## src/design/pdp_regs.svh

```systemverilog
// register offsets, bit masks and reset values of the port data block
`ifndef PDP_REGS_SVH
`define PDP_REGS_SVH

// data register offsets
`define PDP_PORT0_DATA_LATCH_OFS 16'hff00
`define PDP_PORT1_DATA_LATCH_OFS 16'hff01
`define PDP_PORT2_INPUT_LEVEL_OFS 16'hff02
`define PDP_PORT3_DATA_LATCH_OFS 16'hff03
`define PDP_PORT6_DATA_LATCH_OFS 16'hff06
`define PDP_PORT7_DATA_LATCH_OFS 16'hff07
`define PDP_PORT12_DATA_LATCH_OFS 16'hff0c
`define PDP_PORT13_DATA_LATCH_OFS 16'hff0d

// pull-up selection offsets
`define PDP_PULLUP_SELECT_PORT0_OFS 16'hff30
`define PDP_PULLUP_SELECT_PORT1_OFS 16'hff31
`define PDP_PULLUP_SELECT_PORT3_OFS 16'hff33
`define PDP_PULLUP_SELECT_PORT7_OFS 16'hff37
`define PDP_PULLUP_SELECT_PORT12_OFS 16'hff3c
`define PDP_NO_OFS 16'h0000

// per-slot offset tables, slot 7 in the top bits
`define PDP_DATA_OFS_TABLE {`PDP_PORT13_DATA_LATCH_OFS, \
    `PDP_PORT12_DATA_LATCH_OFS, `PDP_PORT7_DATA_LATCH_OFS, \
    `PDP_PORT6_DATA_LATCH_OFS, `PDP_PORT3_DATA_LATCH_OFS, \
    `PDP_PORT2_INPUT_LEVEL_OFS, `PDP_PORT1_DATA_LATCH_OFS, \
    `PDP_PORT0_DATA_LATCH_OFS}
`define PDP_PULLUP_OFS_TABLE {`PDP_NO_OFS, \
    `PDP_PULLUP_SELECT_PORT12_OFS, `PDP_PULLUP_SELECT_PORT7_OFS, \
    `PDP_NO_OFS, `PDP_PULLUP_SELECT_PORT3_OFS, `PDP_NO_OFS, \
    `PDP_PULLUP_SELECT_PORT1_OFS, `PDP_PULLUP_SELECT_PORT0_OFS}

// per-slot bit masks, one byte per slot, slot 7 in the top byte
`define PDP_IMPL_MASKS 64'h01010f0f0fffff03
`define PDP_WRITE_MASKS 64'h01010f0f0f00ff03
`define PDP_PULLUP_MASKS 64'h00010f000f00ff03
`define PDP_FORCE_IN_MASKS 64'h0000000000ff0000
`define PDP_FORCE_OUT_MASKS 64'h0100000000000000
`define PDP_OPEN_DRAIN_MASKS 64'h000000000f000000

// reset values
`define PDP_LATCH_RESET 8'h00
`define PDP_PULLUP_RESET 8'h00
`define PDP_DIR_RESET 8'hff
`define PDP_SYNC_RESET 8'h00

`endif

```

## src/design/pdp_pkg.sv

```systemverilog
// types shared by the port data and pull-up block
`default_nettype none
package pdp_pkg;
    // processor access kinds; bit kinds run as a byte read-modify-write
    typedef enum logic [2:0] {
        PDP_OP_READ,
        PDP_OP_WRITE,
        PDP_OP_BIT_SET,
        PDP_OP_BIT_CLR,
        PDP_OP_BIT_NOT
    } pdp_op_t;
    typedef logic [7:0] pdp_byte_t;
endpackage
`default_nettype wire

```

## src/design/pdp_port_regs.sv

```systemverilog
// port data latches and pull-up selection registers
`include "pdp_regs.svh"
`timescale 1ns/1ns
`default_nettype none

module pdp_port_regs
    import pdp_pkg::*;
#(
    parameter int PORTS = 8,
    parameter logic [3:0] OD_PULLUP_MASK = 4'h0
) (
    // clock and reset
    input wire logic clk_sys,
    input wire logic rst_n,
    // processor access
    input wire logic cpu_req,
    input wire pdp_op_t cpu_op,
    input wire logic [15:0] cpu_addr,
    input wire logic [2:0] cpu_bit,
    input wire logic [7:0] cpu_wdata,
    output logic [7:0] cpu_rdata,
    output logic cpu_ack,
    // direction and alternate-function state from outside this block
    input wire logic [PORTS-1:0][7:0] direction_register,
    input wire logic [PORTS-1:0][7:0] alt_out_active,
    // pins
    input wire logic [PORTS-1:0][7:0] pin_in,
    output logic [PORTS-1:0][7:0] pin_out,
    output logic [PORTS-1:0][7:0] pin_oe_n,
    output logic [PORTS-1:0][7:0] pullup_en
);

    // the slot tables are built for exactly eight ports
    initial begin
        if (PORTS != 8) begin
            $error("pdp_port_regs serves exactly eight port slots");
        end
    end

    localparam logic [127:0] DATA_OFS = `PDP_DATA_OFS_TABLE;
    localparam logic [127:0] PU_OFS = `PDP_PULLUP_OFS_TABLE;
    localparam logic [63:0] IMPL = `PDP_IMPL_MASKS;
    localparam logic [63:0] WMASK = `PDP_WRITE_MASKS;
    localparam logic [63:0] PUMASK = `PDP_PULLUP_MASKS;
    localparam logic [63:0] FIN = `PDP_FORCE_IN_MASKS;
    localparam logic [63:0] FOUT = `PDP_FORCE_OUT_MASKS;
    localparam logic [63:0] ODMASK = `PDP_OPEN_DRAIN_MASKS;
    localparam int OD_SLOT = 4;

    // compute the value stored back by a write or a bit operation
    function automatic pdp_byte_t pdp_apply(
        input pdp_op_t op,
        input pdp_byte_t operand,
        input logic [2:0] bsel,
        input pdp_byte_t wdata
    );
        pdp_byte_t onehot;
        pdp_byte_t res;
        onehot = 8'h01 << bsel;
        case (op)
            PDP_OP_WRITE: res = wdata;
            PDP_OP_BIT_SET: res = operand | onehot;
            PDP_OP_BIT_CLR: res = operand & ~onehot;
            PDP_OP_BIT_NOT: res = operand ^ onehot;
            default: res = operand;
        endcase
        return res;
    endfunction

    // per-slot read contributions and hit flags
    logic [PORTS-1:0][7:0] data_rd;
    logic [PORTS-1:0][7:0] pu_rd;
    logic [PORTS-1:0] data_hit;
    logic [PORTS-1:0] pu_hit;
    logic [7:0] operand;
    logic [7:0] new_val;
    logic wr_op;
    logic [7:0] cpu_rdata_q;
    logic cpu_ack_q;

    // reads of any kind leave storage alone; only writing ops store
    assign wr_op = cpu_op != PDP_OP_READ;

    // one byte operand drives every access, so a bit operation rewrites
    // the whole byte: input-bit latches pick up the pin level
    assign new_val = pdp_apply(cpu_op, operand, cpu_bit, cpu_wdata);

    // read mux: unmapped addresses return zero
    always_comb begin
        operand = 8'h00;
        for (int s = 0; s < PORTS; s++) begin
            operand = operand | data_rd[s] | pu_rd[s];
        end
    end

    genvar s;
    generate
        for (s = 0; s < PORTS; s++) begin : g_slot
            localparam logic [7:0] IM = IMPL[s*8 +: 8];
            localparam logic [7:0] WM = WMASK[s*8 +: 8];
            localparam logic [7:0] PM = PUMASK[s*8 +: 8];
            localparam logic [7:0] FI = FIN[s*8 +: 8];
            localparam logic [7:0] FO = FOUT[s*8 +: 8];
            localparam logic [7:0] OD = ODMASK[s*8 +: 8];
            localparam logic [15:0] DOFS = DATA_OFS[s*16 +: 16];
            localparam logic [15:0] POFS = PU_OFS[s*16 +: 16];

            logic [7:0] sync1_q;
            logic [7:0] sync2_q;
            logic [7:0] latch_q;
            logic [7:0] latch_d;
            logic [7:0] pu_q;
            logic [7:0] pu_d;
            logic [7:0] in_mode;
            logic [7:0] oe_n_q;
            logic [7:0] oe_n_d;
            logic [7:0] pull_q;
            logic [7:0] pull_d;

            // effective direction: one is input; fixed-direction ports
            // override whatever the direction register holds
            assign in_mode = (direction_register[s] | FI) & ~FO & IM;

            // address decode; ports without pull-ups decode no pull-up
            assign data_hit[s] = cpu_req && cpu_addr == DOFS;
            assign pu_hit[s] = cpu_req && (PM != 8'h00) && cpu_addr == POFS;

            // pin level for input bits, latch for output bits
            assign data_rd[s] = data_hit[s] ?
                (((sync2_q & in_mode)
                | (latch_q & ~in_mode)) & IM) : 8'h00;
            assign pu_rd[s] = pu_hit[s] ? (pu_q & PM) : 8'h00;

            // latch loads on any writing op regardless of direction and
            // holds otherwise; the input-only port has no writable bits
            assign latch_d = (data_hit[s] && wr_op) ?
                (new_val & WM) : latch_q;

            assign pu_d = (pu_hit[s] && wr_op) ? (new_val & PM) : pu_q;

            // open-drain bits only pull low; a latch one releases the pin
            assign oe_n_d = in_mode | (OD & latch_q) | ~IM;

            // pull-up needs the select bit, input mode and no alternate
            // output; OD_SLOT (slot 4, port 6) only has the fixed option, gated by input mode alone
            if (s == OD_SLOT) begin : g_od
                assign pull_d = {4'h0, OD_PULLUP_MASK} & in_mode;
            end else begin : g_pu
                assign pull_d = pu_q & PM & in_mode
                    & ~alt_out_active[s];
            end

            // two-flop synchroniser on the pins; only stage two is read
            always_ff @(posedge clk_sys or negedge rst_n) begin
                if (!rst_n) begin
                    sync1_q <= `PDP_SYNC_RESET;
                    sync2_q <= `PDP_SYNC_RESET;
                end else begin
                    sync1_q <= pin_in[s];
                    sync2_q <= sync1_q;
                end
            end

            // output latch; read-modify-write stores the computed result
            always_ff @(posedge clk_sys or negedge rst_n) begin
                if (!rst_n) begin
                    latch_q <= `PDP_LATCH_RESET;
                end else begin
                    latch_q <= latch_d;
                end
            end

            // pull-up selection register
            always_ff @(posedge clk_sys or negedge rst_n) begin
                if (!rst_n) begin
                    pu_q <= `PDP_PULLUP_RESET;
                end else begin
                    pu_q <= pu_d;
                end
            end

            // registered pin controls; drivers start off so every pin
            // begins as an input, matching the direction reset
            always_ff @(posedge clk_sys or negedge rst_n) begin
                if (!rst_n) begin
                    oe_n_q <= `PDP_DIR_RESET;
                    pull_q <= `PDP_PULLUP_RESET;
                end else begin
                    oe_n_q <= oe_n_d;
                    pull_q <= pull_d;
                end
            end

            assign pin_out[s] = latch_q;
            assign pin_oe_n[s] = oe_n_q;
            assign pullup_en[s] = pull_q;
        end
    endgenerate

    // answer one cycle after the request; rdata holds until the next one
    always_ff @(posedge clk_sys or negedge rst_n) begin
        if (!rst_n) begin
            cpu_rdata_q <= 8'h00;
            cpu_ack_q <= 1'b0;
        end else begin
            cpu_ack_q <= cpu_req;
            if (cpu_req) begin
                cpu_rdata_q <= operand;
            end
        end
    end

    assign cpu_rdata = cpu_rdata_q;
    assign cpu_ack = cpu_ack_q;

endmodule

`default_nettype wire

```

## config.mk

```make
export PLATFORM = sky130hd
export DESIGN_NAME = pdp_port_regs
export DESIGN_NICKNAME = d
export VERILOG_FILES = /design/src/design/pdp_pkg.sv /design/src/design/pdp_port_regs.sv
export VERILOG_INCLUDE_DIRS = /design/src /design/src/design
export SDC_FILE = /design/constraint.sdc
export NUM_CORES = 1
export LEC_CHECK = 0
export ABC_AREA = 1
export ABC_CLOCK_PERIOD_IN_PS = 6000
export BUFFER_PORTS_ARGS = -buffer_cell sky130_fd_sc_hd__buf_4
export CAP_MARGIN = 40
export CORE_AREA = 2 2 165 167
export CTS_BUF_LIST = sky130_fd_sc_hd__clkbuf_16
export DETAILED_ROUTE_END_ITERATION = 8
export DIE_AREA = 0 0 167 169
export PLACE_DENSITY = 0.64
export SKIP_CTS_REPAIR_TIMING = 1
export SYNTH_ARGS = -nofsm -noshare
export SYNTH_HDL_FRONTEND = slang
export SYNTH_SLANG_ARGS = --single-unit
export TNS_END_PERCENT = 1
```

## constraint.sdc

```tcl
create_clock -name clk_sys -period 6 [get_ports clk_sys]
set_input_delay 0.6 -clock clk_sys [delete_from_list [all_inputs] [get_ports clk_sys]]
set_output_delay 0.6 -clock clk_sys [all_outputs]
set_load 0.02 [all_outputs]
```

# Yosys cells after proc, flatten, opt, wreduce, memory -nomap -nowiden
# Index checks and enable logic that the tools add are counted.
[op_classes]
eq_ne = 17
n_shift = 1
n_mux = 14
n_bitwise = 56
reduce_logical = 26
[op_table]
columns = ["cell", "n"]
rows = [
  ["$eq 16x16->1 const B", 13],
  ["$or 8x8->8", 14],
  ["$and 8x8->8", 7],
  ["$not 8->8", 7],
  ["$and 4x4->4", 8],
  ["$pmux 8 s4", 1],
  ["$logic_and 1x1->1", 25],
  ["$mux 8", 3],
  ["$mux 4", 5],
  ["$or 4x4->4", 4],
  ["$not 4->4", 3],
  ["$and 2x8->8", 1],
  ["$and 4x8->8", 1],
  ["$shl 1x3->8 const A", 1],
  ["$xor 8x8->8", 1],
  ["$and 2x2->2", 3],
  ["$eq 3x2->1 const B", 2],
  ["$mux 2", 2],
  ["$and 1x1->1", 3],
  ["$eq 3x1->1 const B", 1],
  ["$eq 3x3->1 const B", 1],
  ["$mux 1", 3],
  ["$reduce_bool 3->1", 1],
  ["$not 2->2", 1],
  ["other kinds (3)", 3],
]
[word_totals]
regBits = 178

# Depth between registers and ports, before layout
[depth]
ltp_word = 18
mapped_depth = 18
depth_no_buf = 17

# Worst setup path after synthesis
# Ideal clock, no wire load.
[synth_path]
kind = "input -> register"
start = "input port cpu_addr[9]"
end = "register g_slot[3].latch_q[0]"
setup_time_ps = 65
arrival_time_ps = 2500
setup_slack_ps = 3435
stages = 16
path_buffers = 1
cell_sequence = "nand2_1 > nor2_1 > nand2_2 > inv_1 > nand2_4 > nor2_8 > nand2_2 > nand3_1 > nor2_1 > and2_1 > inv_1 > ha_1 > o2111ai_1 > buf_2 > nand3_1 > nand2_1"
[synth_via]
elab_chain_len = 17
[synth_lines]
columns = ["element", "line_no", "text"]
rows = [
  ["start, declared", "pdp_port_regs.sv:18", "input wire logic [15:0] cpu_addr,"],
  ["$eq 16x16->1 (on tied branches)", "pdp_port_regs.sv:125, pdp_port_regs.sv:126", ""],
  ["$logic_and 1x1->1 (on tied branches)", "pdp_port_regs.sv:125, pdp_port_regs.sv:126", ""],
  ["$mux 2 (on tied branches)", "pdp_port_regs.sv:129, pdp_port_regs.sv:132", ""],
  ["$or 8x8->8 (11 in series)", "pdp_port_regs.sv:92", "operand = operand | data_rd[s] | pu_rd[s];"],
  ["$or 8x8->8 (*)", "pdp_port_regs.sv:92", ""],
  ["net operand[0]", "pdp_port_regs.sv:75", "logic [7:0] operand;"],
  ["$xor 8x8->8 (tied with other cells)", "pdp_port_regs.sv:64", "PDP_OP_BIT_NOT: res = operand ^ onehot;"],
  ["$pmux 8 s4 (*)", "pdp_port_regs.sv:60", "case (op)"],
  ["end signal, assigned", "pdp_port_regs.sv:167", "latch_q <= `PDP_LATCH_RESET;"],
  ["end signal, assigned", "pdp_port_regs.sv:169", "latch_q <= latch_d;"],
  ["end, declared", "pdp_port_regs.sv:110", "logic [7:0] latch_q;"],
]
# Mark *: on every way through the listed nets, which the timed path passes. The rest lies on a longest branch.
# A chain may end at the register's enable or synchronous reset.

# Final worst setup path
[layout_path]
start = "input port cpu_addr[7]"
end = "register g_slot[4].latch_q[3]"
[layout_via]
elab_chain_len = 16
[layout_lines]
columns = ["element", "line_no", "text"]
rows = [
  ["$eq 16x16->1", "pdp_port_regs.sv:125", "assign data_hit[s] = cpu_req && cpu_addr == DOFS;"],
  ["$logic_and 1x1->1", "pdp_port_regs.sv:125", ""],
  ["$mux 8", "pdp_port_regs.sv:129", "assign data_rd[s] = data_hit[s] ?"],
  ["$or 8x8->8 (7 in series)", "pdp_port_regs.sv:92", ""],
  ["$or 8x8->8 (*) (4 in series)", "pdp_port_regs.sv:92", ""],
  ["net operand[3]", "pdp_port_regs.sv:75", ""],
  ["$xor 8x8->8 (tied with other cells)", "pdp_port_regs.sv:64", ""],
  ["$pmux 8 s4 (*)", "pdp_port_regs.sv:60", ""],
  ["end signal, assigned", "pdp_port_regs.sv:167", ""],
  ["end signal, assigned", "pdp_port_regs.sv:169", ""],
  ["end, declared", "pdp_port_regs.sv:110", ""],
]
# Marked as above.

==> flow_summary_export.csv <==
group,metric,value,unit
run_status,status,"finished clean",
finish,final_nets,1214,
critical_path,endpoint,"g_slot[4].latch_q[3]$_DFFE_PN0P_",
sta,setup_tns,0,ns
synth,synth_edf_count,0,
grt,overflow,0,
route,avgViaCountPerCell,4.09,
route,first_iter_violations,359,
synth,syn-mean-instance-area,9.47,µm²
die,die_area,28200,µm²
synth,ys_async_sr_fraction,100,%
finish,synthToLayoutAreaGrowth,26.2,%
critical_path,critPathArrivalTime,3.19,ns
placement,port_buffers,181,
synth,synth_cells,778,
sta,setup_violations,0,
placement,dp_hpwl,15400,µm
critical_path,r2r_end,"g_slot[4].latch_q[2]$_DFFE_PN0P_",
clock_network,h-tree-depth,4,
synth,syn-cell-area,7370,µm²
route,ant_nets,0,
die,row_count,60,
critical_path,cp-end-kind,"flip-flop",
die,io_pins,426,
route,vias,5427,
sta,fin_skew,0.0105,ns
critical_path,cp.required,6.36,ns
die,start_util,27.8,%
job,max_cap_viol_count,0,
die,die_h,169,µm
synth,yosysMostFrequentCell,"nand2_1",
sta,relSlewSlack,51.1,%
clock_network,clock_path_buffers,2,
sta,fin_crit_sh,47.3,%
synth,synth_compound_area_share,4.74,%
grt,grt_use_total,14.0,%
finish,diodes,0,
sta,rsz0062_at_grt,"no",
synth,synth_fa_ha_area_share,2.72,%
clock_network,cts.sinks,157,
finish,drive_gt1_share,28.0,%
route,drc,0,
synth,synth_top_family_by_area,"simple AND/OR/NAND/NOR gates",
grt,grt_max_degree,91,
sta,tightest_slew,0.732,ns
grt,antenna_found_initial,0,
power,max-vdd-ir-drop,114,µV
critical_path,cp-start-kind,"input pin",
clock_network,clkSlewWorstSetupHoldPaths,0.07,ns
critical_path,crit_type,"in -> reg",
sta,finalMaxSlewViolations,0,
synth,ys_ff_latch,157,
clock_network,cts_root_buf,"clkbuf_16",
route,routed_wl,19800,µm
sta,fin_crit,2.84,ns
clock_network,cts_made_buffers,17,
placement,place_area,8700,µm²
finish,utilization,35.1,%
sta,setup_ws,3.16,ns
min_path,min_path_type,"in -> async",
finish,fillers,2710,
synth,synth_top_area_cell,"dfrtp_1",
critical_path,crit-reg2reg-launch,"g_slot[3].latch_q[2]$_DFFE_PN0P_",
sta,max_freq,352,MHz
grt,grt_pass1_vias,5110,
route,routedWlPerCell,14.9,µm
power,p_per_area,266,nW/µm²
synth,yosys-top-cells-area,"dfrtp_1, buf_4, nand2_1",
power,p_leak,0.00488,µW
route,first_pass_iters,5,
synth,yosysWarnings,0,
critical_path,crit_path_start,"cpu_addr[7]",
critical_path,rr_worst_depth,11,
sta,whs,0.191,ns
synth,synth_top_area_share,45.2,%
clock_network,cts_tree,"built",
die,core,26500,µm²
synth,synth-simple-area-share,20.9,%
die,die_w,167,µm
finish,stdcell_area,9300,µm²
critical_path,cp_max_fo,11,
clock_network,clk_latency,0.42,ns
placement,place.gp.congestion,0.867,
grt,grt_pass1_wl,29600,µm
synth,synthMuxAreaShare,1.02,%
synth,synth_xor_xnor_area_share,0,%
synth,netlist_top_cells_count,"nand2_1, dfrtp_1, buf_4, nand3_1, inv_1",
placement,post-place-ws,2.72,ns
sta,final_hold_viol_count,0,
synth,synth_ff_type,"dfrtp_1",
synth,ys_types,40,
synth,synth-seq-area-share,53.7,%
critical_path,r2r_slack,3.26,ns
cell usage in the layout, fill, tap and decap left out, types with 4 or more instances in the layout:
master	instances
dfstp_2	24
nor3_1	10
buf_4	183
a21oi_1	10
dfrtp_1	133
nand2_1	176
mux2_2	4
conb_1	126
nor2_1	52
clkbuf_16	17
inv_1	63
nand3_2	6
o2111ai_1	4
inv_2	5
nand3_1	65
or2_2	4
o21ai_0	35
nor2_4	4
nand4_1	7
ha_1	16
per-layer routing:
| layer | up-vias | share of wire (%) | GRT usage [%] |
|---|---|---|---|
| met2 | 251 | 45 | 21.0 |
| met1 | 2534 | 45 | 19.0 |
| met3 | 15 | 8.7 | 4.77 |
| li1 | 2627 | - | - |
| met4 | 0 | 1.4 | 4.35 |
| met5 | - | 0 | 0 |
area by class of cell:
class	instances	area [µm²]	area share (%)
Sequential cell	157	3960	42.6
Inverter	66	248	2.66
Multi-Input combinational cell	545	2630	28.3
Clock buffer	17	425	4.58
Timing Repair Buffer	186	1430	15.4
Clock inverter	15	173	1.86
Tap cell	341	427	4.59
critical path, cell delays in order:
cell and delay, ns:
buf_4 0.11, nor2_1 0.16, nand3_1 0.10, nor2_1 0.15, buf_4 0.21, nand2_4 0.08, inv_2 0.12, nand2_1 0.09
o21ai_0 0.08, nor2_1 0.09, nand2_1 0.16, ha_1 0.26, o2111ai_1 0.62, nand3_1 0.22, nand2_1 0.12
state kept, by name, indices dropped and copies added (netlist names):
signal          cells
g_slot.sync2_q     31
g_slot.latch_q     24
cpu_ack             1
g_slot.pull_q      19
g_slot.pu_q        19
g_slot.oe_n_q      24
g_slot.sync1_q     31
cpu_rdata           8
stage by stage:
step / power, µW / cells
final: 2470 / 1327
after global routing: 2590 / 1327
after CTS: 2510 / 1327
after detailed placement: 1390 / 1295
after global placement: 1380 / 1292
after floorplan: 1320 / 902
power by group:
part           switching, µW  internal [µW]
logic                    180           80.6
clock network            452            654
registers               9.48           1100
total                    641           1830
cells by family after synthesis:
kind of cell | Yosys count
simple gates | 337
buf+inv | 200
flops | 157
compound gates | 59
fa+ha+maj | 16
mux | 7
other cells | 2
how the worst min path moves through the flow:
stage                                             endpoint  slack (ns)  cells after the start
after floorplan                          cpu_ack$_DFF_PN0_        0.30                      0
after global placement      g_slot[5].sync2_q[1]$_DFF_PN0_        0.33                      0
after detailed placement    g_slot[1].sync2_q[1]$_DFF_PN0_        0.33                      0
after CTS                    g_slot[3].pull_q[3]$_DFF_PN0_        0.20                      2
after global routing         g_slot[3].pull_q[3]$_DFF_PN0_        0.20                      2
final                     g_slot[3].latch_q[3]$_DFFE_PN0P_        0.19                      2
Note: power is estimated with default switching activity, not from simulation.
